### src/hw/sdr_pkg.sv
// Purpose: shared constants and types of the converter register bank
// Assumes: byte-wide registers on a two-wire serial bus, one system clock
// Notes:   masks and reset values are per address, indexed by register address
package sdr_pkg;

	localparam int         NUM_REGS         = 18;
	localparam logic [7:0] ADDR_POWER       = 8'h00;
	localparam logic [7:0] ADDR_AMP_GAIN    = 8'h01;
	localparam logic [7:0] ADDR_AMP_INPUT   = 8'h02;
	localparam logic [7:0] ADDR_AMP_CHANNEL = 8'h03;
	localparam logic [7:0] ADDR_RESULT_LOW  = 8'h04;
	localparam logic [7:0] ADDR_RESULT_MID  = 8'h05;
	localparam logic [7:0] ADDR_RESULT_HIGH = 8'h06;
	localparam logic [7:0] ADDR_CONV_FIRST  = 8'h07;
	localparam logic [7:0] ADDR_CONV_SECOND = 8'h08;
	localparam logic [7:0] ADDR_CONV_CLOCK  = 8'h09;
	localparam logic [7:0] ADDR_TUNING      = 8'h0a;
	localparam logic [7:0] ADDR_DAC_HIGH    = 8'h0b;
	localparam logic [7:0] ADDR_DAC_LOW     = 8'h0c;
	localparam logic [7:0] ADDR_DAC_CTRL    = 8'h0d;
	localparam logic [7:0] ADDR_SERIAL      = 8'h0e;
	localparam logic [7:0] ADDR_GAP         = 8'h0f;
	localparam logic [7:0] ADDR_TIMEOUT     = 8'h10;
	localparam logic [7:0] ADDR_OSC         = 8'h11;

	// power-on values, writable bits and readable bits per address
	localparam logic [7:0] RST_VAL [0:17] = '{8'h00, 8'h00, 8'h00, 8'h00, 8'h00, 8'h00,
		8'h00, 8'h20, 8'h00, 8'h00, 8'he4, 8'h00, 8'h00, 8'h00, 8'h00, 8'h00, 8'h00, 8'h01};
	localparam logic [7:0] WR_MASK [0:17] = '{8'hff, 8'h7f, 8'h7e, 8'h3f, 8'h00, 8'h00,
		8'h00, 8'hff, 8'hfc, 8'h1f, 8'hff, 8'hff, 8'h0f, 8'hc0, 8'h8c, 8'h00, 8'hbf, 8'h05};
	localparam logic [7:0] RD_MASK [0:17] = '{8'hff, 8'h7f, 8'h7e, 8'h3f, 8'hff, 8'hff,
		8'hff, 8'hff, 8'hfe, 8'h1f, 8'hff, 8'hff, 8'h0f, 8'hc0, 8'h8c, 8'h00, 8'hff, 8'h07};

	localparam int BIT_COMMON_REF   = 7;
	localparam int REF_GAIN_LSB     = 5;
	localparam int BIT_DAC_ON       = 7;
	localparam int BIT_DAC_REF      = 6;
	localparam int BIT_EOC          = 1;
	localparam int BIT_TIMEOUT_FLAG = 6;
	localparam int BIT_OSC_STABLE   = 1;
	localparam int BIT_OSC_EN       = 0;

	localparam logic [4:0] OSC_SETTLE_TICKS = 5'd16;
	localparam logic [3:0] BITS_PER_BYTE    = 4'd8;

	typedef enum logic [8:0] {
		ST_IDLE    = 9'b000000001,
		ST_DEV     = 9'b000000010,
		ST_DEV_ACK = 9'b000000100,
		ST_PTR     = 9'b000001000,
		ST_PTR_ACK = 9'b000010000,
		ST_WR      = 9'b000100000,
		ST_WR_ACK  = 9'b001000000,
		ST_RD      = 9'b010000000,
		ST_RD_ACK  = 9'b100000000
	} sdr_state_t;

endpackage

### src/hw/sdr_register_bank.sv
// Purpose: register bank of the delta-sigma converter module, two-wire slave
// Assumes: scl_in and sda_in are already synchronous to clock_in
// Notes:   result bytes have no reset; dac low byte is double buffered
`timescale 1ns/1ps
module sdr_register_bank
	import sdr_pkg::*;
#(
	parameter logic [6:0] DEV_ADDR = 7'h5a    // arbitrary bus address of the module
) (
	input  wire logic        clock_in,              // system clock, 100 MHz
	input  wire logic        sys_rst_in,            // async reset, active high
	input  wire logic        scl_in,                // serial clock from host
	input  wire logic        sda_in,                // serial data level on the wire
	output logic             sda_out,               // serial data driven level
	output logic             sda_oe_n_out,          // low while module pulls sda
	input  wire logic [23:0] result_in,             // filtered conversion result
	input  wire logic        result_valid_in,       // pulse, new result ready
	input  wire logic        timeout_event_in,      // pulse, serial timeout seen
	input  wire logic        osc_tick_in,           // pulse per oscillator clock
	output logic             common_ref_enable_out, // common-mode reference on
	output logic [6:0]       power_trim_out,        // performance trim bits
	output logic [1:0]       ref_attenuation_gain_out, // 00 x1, 01 x0.5, 10 x0.25
	output logic [7:0]       amp_gain_ctrl_out,     // amplifier gain register
	output logic [7:0]       amp_input_ctrl_out,    // amplifier input register
	output logic [7:0]       amp_channel_select_out, // amplifier channel register
	output logic [7:0]       conv_ctrl_first_out,   // conversion control 0
	output logic [7:0]       conv_ctrl_second_out,  // conversion control 1
	output logic [7:0]       conv_clock_select_out, // conversion clock select
	output logic [7:0]       conv_tuning_out,       // conversion tuning
	output logic [11:0]      dac_code_out,          // active dac code
	output logic             dac_ref_select_out,    // 0 supply rail, 1 common-mode ref
	output logic             dac_on_out,            // dac enable
	output logic [7:0]       serial_if_ctrl_out,    // serial interface control
	output logic [7:0]       serial_timeout_ctrl_out, // serial timeout control
	output logic             osc_enable_out,        // oscillator enable
	output logic             osc_stable_out         // oscillator stable flag
);
	import sdr_pkg::*;

	sdr_state_t st_r;
	sdr_state_t st_nxt;
	logic [3:0] cnt_r;
	logic [3:0] cnt_nxt;
	logic [7:0] sh_r;
	logic [7:0] sh_nxt;
	logic [7:0] ptr_r;
	logic [7:0] ptr_nxt;
	logic       rw_r;
	logic       rw_nxt;
	logic       nack_r;
	logic       nack_nxt;
	logic       drive_r;
	logic       drive_nxt;
	logic       scl_q_r;
	logic       sda_q_r;
	logic       wr_en;
	logic [7:0] rd_data;

	logic [7:0] ctl_r   [0:NUM_REGS-1];
	logic [7:0] ctl_nxt [0:NUM_REGS-1];
	logic [3:0] shadow_r;
	logic [3:0] shadow_nxt;
	logic [4:0] osc_cnt_r;
	logic [4:0] osc_cnt_nxt;
	logic       osc_stable_r;
	logic       osc_stable_nxt;
	logic [7:0] res_low_r;
	logic [7:0] res_mid_r;
	logic [7:0] res_high_r;

	wire start_cond = scl_in & scl_q_r & sda_q_r & ~sda_in;
	wire stop_cond  = scl_in & scl_q_r & ~sda_q_r & sda_in;
	wire scl_rise   = scl_in & ~scl_q_r;
	wire scl_fall   = ~scl_in & scl_q_r;

	// reads have no side effects; out-of-map and gap addresses give zero
	function automatic logic [7:0] read_byte(input logic [7:0] a);
		logic [7:0] v;
		v = 8'h00;
		if (a == ADDR_RESULT_LOW) begin
			v = res_low_r;
		end else if (a == ADDR_RESULT_MID) begin
			v = res_mid_r;
		end else if (a == ADDR_RESULT_HIGH) begin
			v = res_high_r;
		end else if (a == ADDR_OSC) begin
			v = ctl_r[a[4:0]] & RD_MASK[a[4:0]];
			v[BIT_OSC_STABLE] = osc_stable_r;
		end else if (a < 8'(NUM_REGS)) begin
			v = ctl_r[a[4:0]] & RD_MASK[a[4:0]];
		end
		return v;
	endfunction

	// a process rather than an assign, so register file changes seen inside the function wake it
	always_comb begin
		rd_data = read_byte(ptr_r);
	end

	// serial slave: start, device byte, pointer byte, then data bytes with auto-increment
	always_comb begin
		st_nxt    = st_r;
		cnt_nxt   = cnt_r;
		sh_nxt    = sh_r;
		ptr_nxt   = ptr_r;
		rw_nxt    = rw_r;
		nack_nxt  = nack_r;
		drive_nxt = drive_r;
		wr_en     = 1'b0;
		if (start_cond) begin
			st_nxt    = ST_DEV;
			cnt_nxt   = 4'd0;
			drive_nxt = 1'b0;
		end else if (stop_cond) begin
			st_nxt    = ST_IDLE;
			drive_nxt = 1'b0;
		end else begin
			case (st_r)
				ST_DEV, ST_PTR, ST_WR: begin
					if (scl_rise && cnt_r != BITS_PER_BYTE) begin
						sh_nxt  = {sh_r[6:0], sda_in};
						cnt_nxt = cnt_r + 4'd1;
					end else if (scl_fall && cnt_r == BITS_PER_BYTE) begin
						cnt_nxt = 4'd0;
						if (st_r == ST_DEV) begin
							if (sh_r[7:1] == DEV_ADDR) begin
								rw_nxt    = sh_r[0];
								drive_nxt = 1'b1;
								st_nxt    = ST_DEV_ACK;
							end else begin
								st_nxt = ST_IDLE;
							end
						end else if (st_r == ST_PTR) begin
							ptr_nxt   = sh_r;
							drive_nxt = 1'b1;
							st_nxt    = ST_PTR_ACK;
						end else begin
							wr_en     = 1'b1;
							ptr_nxt   = ptr_r + 8'd1;
							drive_nxt = 1'b1;
							st_nxt    = ST_WR_ACK;
						end
					end
				end
				ST_DEV_ACK, ST_PTR_ACK, ST_WR_ACK: begin
					if (scl_fall) begin
						drive_nxt = 1'b0;
						if (st_r == ST_DEV_ACK && rw_r) begin
							sh_nxt    = rd_data;
							drive_nxt = ~rd_data[7];
							cnt_nxt   = 4'd1;
							ptr_nxt   = ptr_r + 8'd1;
							st_nxt    = ST_RD;
						end else if (st_r == ST_DEV_ACK) begin
							st_nxt = ST_PTR;
						end else begin
							st_nxt = ST_WR;
						end
					end
				end
				ST_RD: begin
					if (scl_fall) begin
						if (cnt_r == BITS_PER_BYTE) begin
							drive_nxt = 1'b0;
							st_nxt    = ST_RD_ACK;
						end else begin
							sh_nxt    = {sh_r[6:0], 1'b0};
							drive_nxt = ~sh_r[6];
							cnt_nxt   = cnt_r + 4'd1;
						end
					end
				end
				ST_RD_ACK: begin
					if (scl_rise) begin
						nack_nxt = sda_in;
					end else if (scl_fall) begin
						if (nack_r) begin
							st_nxt = ST_IDLE;
						end else begin
							sh_nxt    = rd_data;
							drive_nxt = ~rd_data[7];
							cnt_nxt   = 4'd1;
							ptr_nxt   = ptr_r + 8'd1;
							st_nxt    = ST_RD;
						end
					end
				end
				default: begin
					st_nxt = ST_IDLE;
				end
			endcase
		end
	end

	always_ff @(posedge clock_in or posedge sys_rst_in) begin
		if (sys_rst_in) begin
			st_r    <= ST_IDLE;
			cnt_r   <= 4'd0;
			sh_r    <= 8'h00;
			ptr_r   <= 8'h00;
			rw_r    <= 1'b0;
			nack_r  <= 1'b0;
			drive_r <= 1'b0;
			scl_q_r <= 1'b1;
			sda_q_r <= 1'b1;
		end else begin
			st_r    <= st_nxt;
			cnt_r   <= cnt_nxt;
			sh_r    <= sh_nxt;
			ptr_r   <= ptr_nxt;
			rw_r    <= rw_nxt;
			nack_r  <= nack_nxt;
			drive_r <= drive_nxt;
			scl_q_r <= scl_in;
			sda_q_r <= sda_in;
		end
	end

	// register file; writes land on the falling scl edge after the eighth data bit
	always_comb begin
		logic [4:0] idx;
		logic       in_map;
		idx        = ptr_r[4:0];
		in_map     = (ptr_r < 8'(NUM_REGS)) && (ptr_r != ADDR_GAP);
		shadow_nxt = shadow_r;
		for (int i = 0; i < NUM_REGS; i++) begin
			ctl_nxt[i] = ctl_r[i];
		end
		if (wr_en && in_map) begin
			if (ptr_r == ADDR_DAC_LOW) begin
				shadow_nxt = sh_r[3:0];
			end else begin
				ctl_nxt[idx] = sh_r & WR_MASK[idx];
				if (ptr_r == ADDR_DAC_HIGH) begin
					ctl_nxt[ADDR_DAC_LOW[4:0]] = {4'h0, shadow_r};
				end
			end
		end
		// hardware-set flags: writing zero clears, a same-cycle event wins
		ctl_nxt[ADDR_CONV_SECOND[4:0]][BIT_EOC] = result_valid_in |
			(ctl_r[ADDR_CONV_SECOND[4:0]][BIT_EOC] &
			~(wr_en && ptr_r == ADDR_CONV_SECOND && !sh_r[BIT_EOC]));
		ctl_nxt[ADDR_TIMEOUT[4:0]][BIT_TIMEOUT_FLAG] = timeout_event_in |
			(ctl_r[ADDR_TIMEOUT[4:0]][BIT_TIMEOUT_FLAG] &
			~(wr_en && ptr_r == ADDR_TIMEOUT && !sh_r[BIT_TIMEOUT_FLAG]));
		// settle counter restarts whenever the oscillator is switched off
		osc_cnt_nxt = osc_cnt_r;
		if (!ctl_r[ADDR_OSC[4:0]][BIT_OSC_EN]) begin
			osc_cnt_nxt = 5'd0;
		end else if (osc_tick_in && osc_cnt_r != OSC_SETTLE_TICKS) begin
			osc_cnt_nxt = osc_cnt_r + 5'd1;
		end
		// next enable, so clearing the enable drops the flag in that same cycle
		osc_stable_nxt = ctl_nxt[ADDR_OSC[4:0]][BIT_OSC_EN] &&
			(osc_cnt_nxt == OSC_SETTLE_TICKS);
	end

	always_ff @(posedge clock_in or posedge sys_rst_in) begin
		if (sys_rst_in) begin
			for (int i = 0; i < NUM_REGS; i++) begin
				ctl_r[i] <= RST_VAL[i];
			end
			shadow_r     <= 4'h0;
			osc_cnt_r    <= 5'd0;
			osc_stable_r <= 1'b0;
		end else begin
			for (int i = 0; i < NUM_REGS; i++) begin
				ctl_r[i] <= ctl_nxt[i];
			end
			shadow_r     <= shadow_nxt;
			osc_cnt_r    <= osc_cnt_nxt;
			osc_stable_r <= osc_stable_nxt;
		end
	end

	// no reset here on purpose: contents are unknown until the first result
	always_ff @(posedge clock_in) begin
		if (result_valid_in) begin
			res_low_r  <= result_in[7:0];
			res_mid_r  <= result_in[15:8];
			res_high_r <= result_in[23:16];
		end
	end

	assign sda_out                  = 1'b0;
	assign sda_oe_n_out             = ~drive_r;
	assign common_ref_enable_out    = ctl_r[ADDR_POWER[4:0]][BIT_COMMON_REF];
	assign power_trim_out           = ctl_r[ADDR_POWER[4:0]][6:0];
	assign ref_attenuation_gain_out = ctl_r[ADDR_AMP_GAIN[4:0]][REF_GAIN_LSB+:2];
	assign amp_gain_ctrl_out        = ctl_r[ADDR_AMP_GAIN[4:0]];
	assign amp_input_ctrl_out       = ctl_r[ADDR_AMP_INPUT[4:0]];
	assign amp_channel_select_out   = ctl_r[ADDR_AMP_CHANNEL[4:0]];
	assign conv_ctrl_first_out      = ctl_r[ADDR_CONV_FIRST[4:0]];
	assign conv_ctrl_second_out     = ctl_r[ADDR_CONV_SECOND[4:0]];
	assign conv_clock_select_out    = ctl_r[ADDR_CONV_CLOCK[4:0]];
	assign conv_tuning_out          = ctl_r[ADDR_TUNING[4:0]];
	assign dac_code_out             = {ctl_r[ADDR_DAC_HIGH[4:0]],
		ctl_r[ADDR_DAC_LOW[4:0]][3:0]};
	assign dac_ref_select_out       = ctl_r[ADDR_DAC_CTRL[4:0]][BIT_DAC_REF];
	assign dac_on_out               = ctl_r[ADDR_DAC_CTRL[4:0]][BIT_DAC_ON];
	assign serial_if_ctrl_out       = ctl_r[ADDR_SERIAL[4:0]];
	assign serial_timeout_ctrl_out  = ctl_r[ADDR_TIMEOUT[4:0]];
	assign osc_enable_out           = ctl_r[ADDR_OSC[4:0]][BIT_OSC_EN];
	assign osc_stable_out           = osc_stable_r;

endmodule

### config.mk
export PLATFORM = sky130hd
export DESIGN_NAME = sdr_register_bank
export DESIGN_NICKNAME = d
export VERILOG_FILES = /design/src/hw/sdr_pkg.sv /design/src/hw/sdr_register_bank.sv
export SDC_FILE = /design/constraint.sdc
export NUM_CORES = 1
export LEC_CHECK = 0
export BUFFER_PORTS_ARGS = -buffer_cell sky130_fd_sc_hd__buf_2
export CAP_MARGIN = 20
export CORE_ASPECT_RATIO = 0.8
export CORE_UTILIZATION = 49
export DETAILED_ROUTE_END_ITERATION = 16
export GPL_TIMING_DRIVEN = 0
export HOLD_SLACK_MARGIN = 0.15
export MAX_ROUTING_LAYER = met4
export PLACE_DENSITY = 0.72
export SETUP_SLACK_MARGIN = 0.4
export SYNTH_ARGS = -nofsm -noshare
export SYNTH_HDL_FRONTEND = slang
export SYNTH_SLANG_ARGS = --single-unit
### constraint.sdc
create_clock -name clock_in -period 6.5 [get_ports clock_in]
set_clock_uncertainty 0.05 [all_clocks]
set_input_delay 1.95 -clock clock_in [delete_from_list [all_inputs] [get_ports clock_in]]
set_output_delay 1.95 -clock clock_in [all_outputs]
set_load 0.005 [all_outputs]
==> flow_summary.yaml <==
run_status:
  outcome: "finished, final reports clean"
clock_tree:
  postCtsHoldBufs: 0
  clock-sinks: 202
  cts_tree: "built"
  cts_buffer_depth: 3
  ctsResizeCount: 0
  htree_levels: 1
  cts_buffers: 23
  cts_root_buf: "clkbuf_16"
  clk-insertion-delay-late_ns: 0.50
  postCtsSetupBuffers: 0
  clkTransAtPathRegs_ns: 0.06
global_routing:
  gr-usage-all-layers: 0.298
  grt_pass1_vias: 8299
  grt_first_pass_wirelength_microns: 49200
  grt_start_max_net_pins: 44
  grt-ovfl-total: 0
  antenna_found_initial: 0
routing:
  drt_wl_total_microns: 31800
  drtAntennaViolNets: 0
  via_per_inst: 5.84
  first_pass_iters: 5
  num_vias: 8951
  wl_per_cell_microns: 20.8
  route.detailed.drc: 0
  drt_iter0_drc: 951
synthesis:
  synth_xor_area_frac: 0.00492
  synth_warnings: 0
  async_flop_share: 0.881
  synth_simple_gate_area_share: 0.161
  synthAdderAreaFrac: 0.0141
  synth_top_family_by_area: "simple AND/OR/NAND/NOR gates"
  ys_seq_elements: 202
  avgSynthCellArea_sq_um: 9.82
  syn-instance-count: 1087
  syn_area_sq_mm: 0.0107
  synth.area.mux_share: 0.0871
  synth_edf_count: 24
  syn_nets: 1130
  yosysSeqAreaShare: 0.486
  ys.flop_type: "dfrtp_1"
  synth_cell_types: 75
  synth_compound_area_frac: 0.147
power_and_ir_drop:
  power_frac_comb: 0.242
  power-per-cell-area_mw_per_mm2: 291
  swShare: 0.330
  p_clk_frac: 0.374
  p_seq_frac: 0.384
  p_int_w: 0.00245
  max-vdd-ir-drop_uv: 189
  p_leak_nw: 5.76
  power_switching_w: 0.00121
placement:
  place_ws_ns: 2.18
  gp_congestion: 1.02
  dp_cells: 1490
  place_hpwl_microns: 23600
  port_buffers: 129
floorplanning:
  die_area_sq_mm: 0.0224
  floorplan.initialDensity: 0.508
  die_y_microns: 134
  rows: 47
  io_pins: 131
  die_width_microns: 167
  core_sq_mm: 0.0210
setup_path:
  path_class: "reg -> reg"
  critPathMaxStageDelay_ns: 0.78
  cp.arrival_ns: 4.62
  required_ns: 6.79
  r2r_start: "ptr_r[0]$_DFFE_PP0P_"
  startpoint_type: "flip-flop"
  critPathCaptureType: "flip-flop"
  path_max_fanout: 10
  startpoint: "ptr_r[0]$_DFFE_PP0P_"
  critical-path-top-delay-family: "buffers and inverters"
  crit_slowest_cell: "clkbuf_1"
  critPathBufInv: 4
  cp_cell_sequence: "clkbuf_1, inv_1, ha_1, clkbuf_1, nand4_1, nand4_1, nor3_2, nand2_1, clkbuf_1, nand2_1, o21ai_0"
  crit_top_cell: "clkbuf_1"
layout:
  top_register: "ctl_r"
  fill_cells: 1816
  syn2layout_area_growth_pct: 17.8
  antenna_cells: 0
  largest_reg_flops: 39
  final_nets: 1291
  layout-drive-gt1-share: 0.266
  layoutNonFillerInstCount: 1533
  regArea_sq_mm: 0.00519
  multiInputGateArea_sq_mm: 0.00443
timing:
  rsz0062_at_grt: "false"
  finalSetupTns_ns: 0
  setup_ws_ns: 2.17
  slew_violations: 0
  max-slew-margin-rel: 0.283
  max_freq_mhz: 231
  layout_min_cycle_time_ns: 4.33
  final.period_utilization: 0.665
  finalHoldViolations: 0
  tightest_slew_ns: 1.06
  setup_viol: 0
worst_hold_path:
  hold_class: "reg -> reg"
  min_from: "ctl_r[17]$_DFFE_PP0P_"
run:
  max_cap_violations: 0
-- stage by stage --
step | hold WS, ns | utilization | total power [W] | instance area (sq um)
final | 0.408 | 0.599 | 0.00366 | 12600
after global routing | 0.427 | 0.599 | 0.00378 | 12600
after CTS | 0.406 | 0.598 | 0.00362 | 12600
after detailed placement | 0.393 | 0.559 | 0.00227 | 11700
after global placement | 0.385 | 0.555 | 0.00226 | 11700
after floorplan | 0.374 | - | 0.00195 | 10700
-- kinds of logic after synthesis --
group                      after synthesis
and+or+nand+nor                        358
AOI/OAI and AO/OA                      266
DFF                                    202
buffers and inverters                  185
muxes                                   57
adders and majority gates               12
xor gates and xnor gates                 6
other                                    1
-- layout make-up --
class,count,share of cell area
Multi-Input combinational cell,700,0.352
Buffer,160,0.0768
Clock buffer,31,0.0531
Inverter,25,0.00776
Timing Repair Buffer,136,0.0599
Clock inverter,10,0.0110
Tap cell,269,0.0268
Sequential cell,202,0.413
-- cell usage in the layout (no fill, tap or decap), types with 28 or more instances in the layout --
master    instances
clkbuf_1         57
buf_4            95
dfrtp_1         169
nand2_1         167
buf_2           134
o21ai_0         157
a21oi_1          33
nor2_1           54
mux4_2           28
-- worst paths after layout --
kind                                                   endpoint  slack, ns  cells after the start
setup / recovery           conv_clock_select_out[7]$_DFFE_PP0P_       2.17                     11
min in group asynchronous      amp_gain_ctrl_out[5]$_DFFE_PP0P_       1.53                      2
setup reg to reg           conv_clock_select_out[7]$_DFFE_PP0P_       2.17                     11
hold / removal                            ctl_r[17]$_DFFE_PP0P_       0.41                      1
max in group asynchronous        conv_tuning_out[2]$_DFFE_PP1P_       3.62                      5
hold reg to reg                           ctl_r[17]$_DFFE_PP0P_       0.41                      1
-- synthesized netlist by cell type (7+ instances only) --
cell type,n,share of area
nor3_1,19,0.0089
o31ai_1,8,0.0056
nand4_1,22,0.013
buf_4,94,0.066
or3_1,8,0.0047
o22ai_1,8,0.0047
a31oi_1,10,0.0059
mux2i_1,22,0.021
dfrtp_1,169,0.40
a21oi_1,33,0.015
and2_1,12,0.0070
o21ai_0,157,0.074
nand2_1,167,0.059
ha_1,12,0.014
inv_1,24,0.0084
mux4_2,28,0.059
nand2b_1,9,0.0053
nand3_1,20,0.0094
nor2b_1,10,0.0059
edfxtp_1,24,0.068
dfstp_2,9,0.022
nor2_1,54,0.019
clkbuf_1,54,0.019
mux2_2,7,0.0074
nor4_1,7,0.0041
buf_1,7,0.0025
-- routing by layer --
layer,vias to the layer above,GRT usage,share of wire
met5,-,-,0
met4,0,0.0736,0.022
met3,56,0.0717,0.11
met2,445,0.403,0.41
met1,4345,0.445,0.46
li1,4105,-,-
-- power groups by stage --
stage               Sequential (W)  Clock (W)  Combinational, W
floorplan                  0.00139          0          0.000560
global placement           0.00142          0          0.000835
detailed placement         0.00142          0          0.000843
CTS                        0.00140    0.00138          0.000845
global route               0.00141    0.00143          0.000945
finish                     0.00141    0.00137          0.000886
-- worst register-to-register path, delay by kind of cell, from the launching register on --
family	cells	cell delay, ns
buf+inv	4	1.88
simple gates	5	1.30
flops	1	0.47
fa+ha+maj	1	0.38
compound gates	1	0.08
Power figures use the tool's default switching activity.
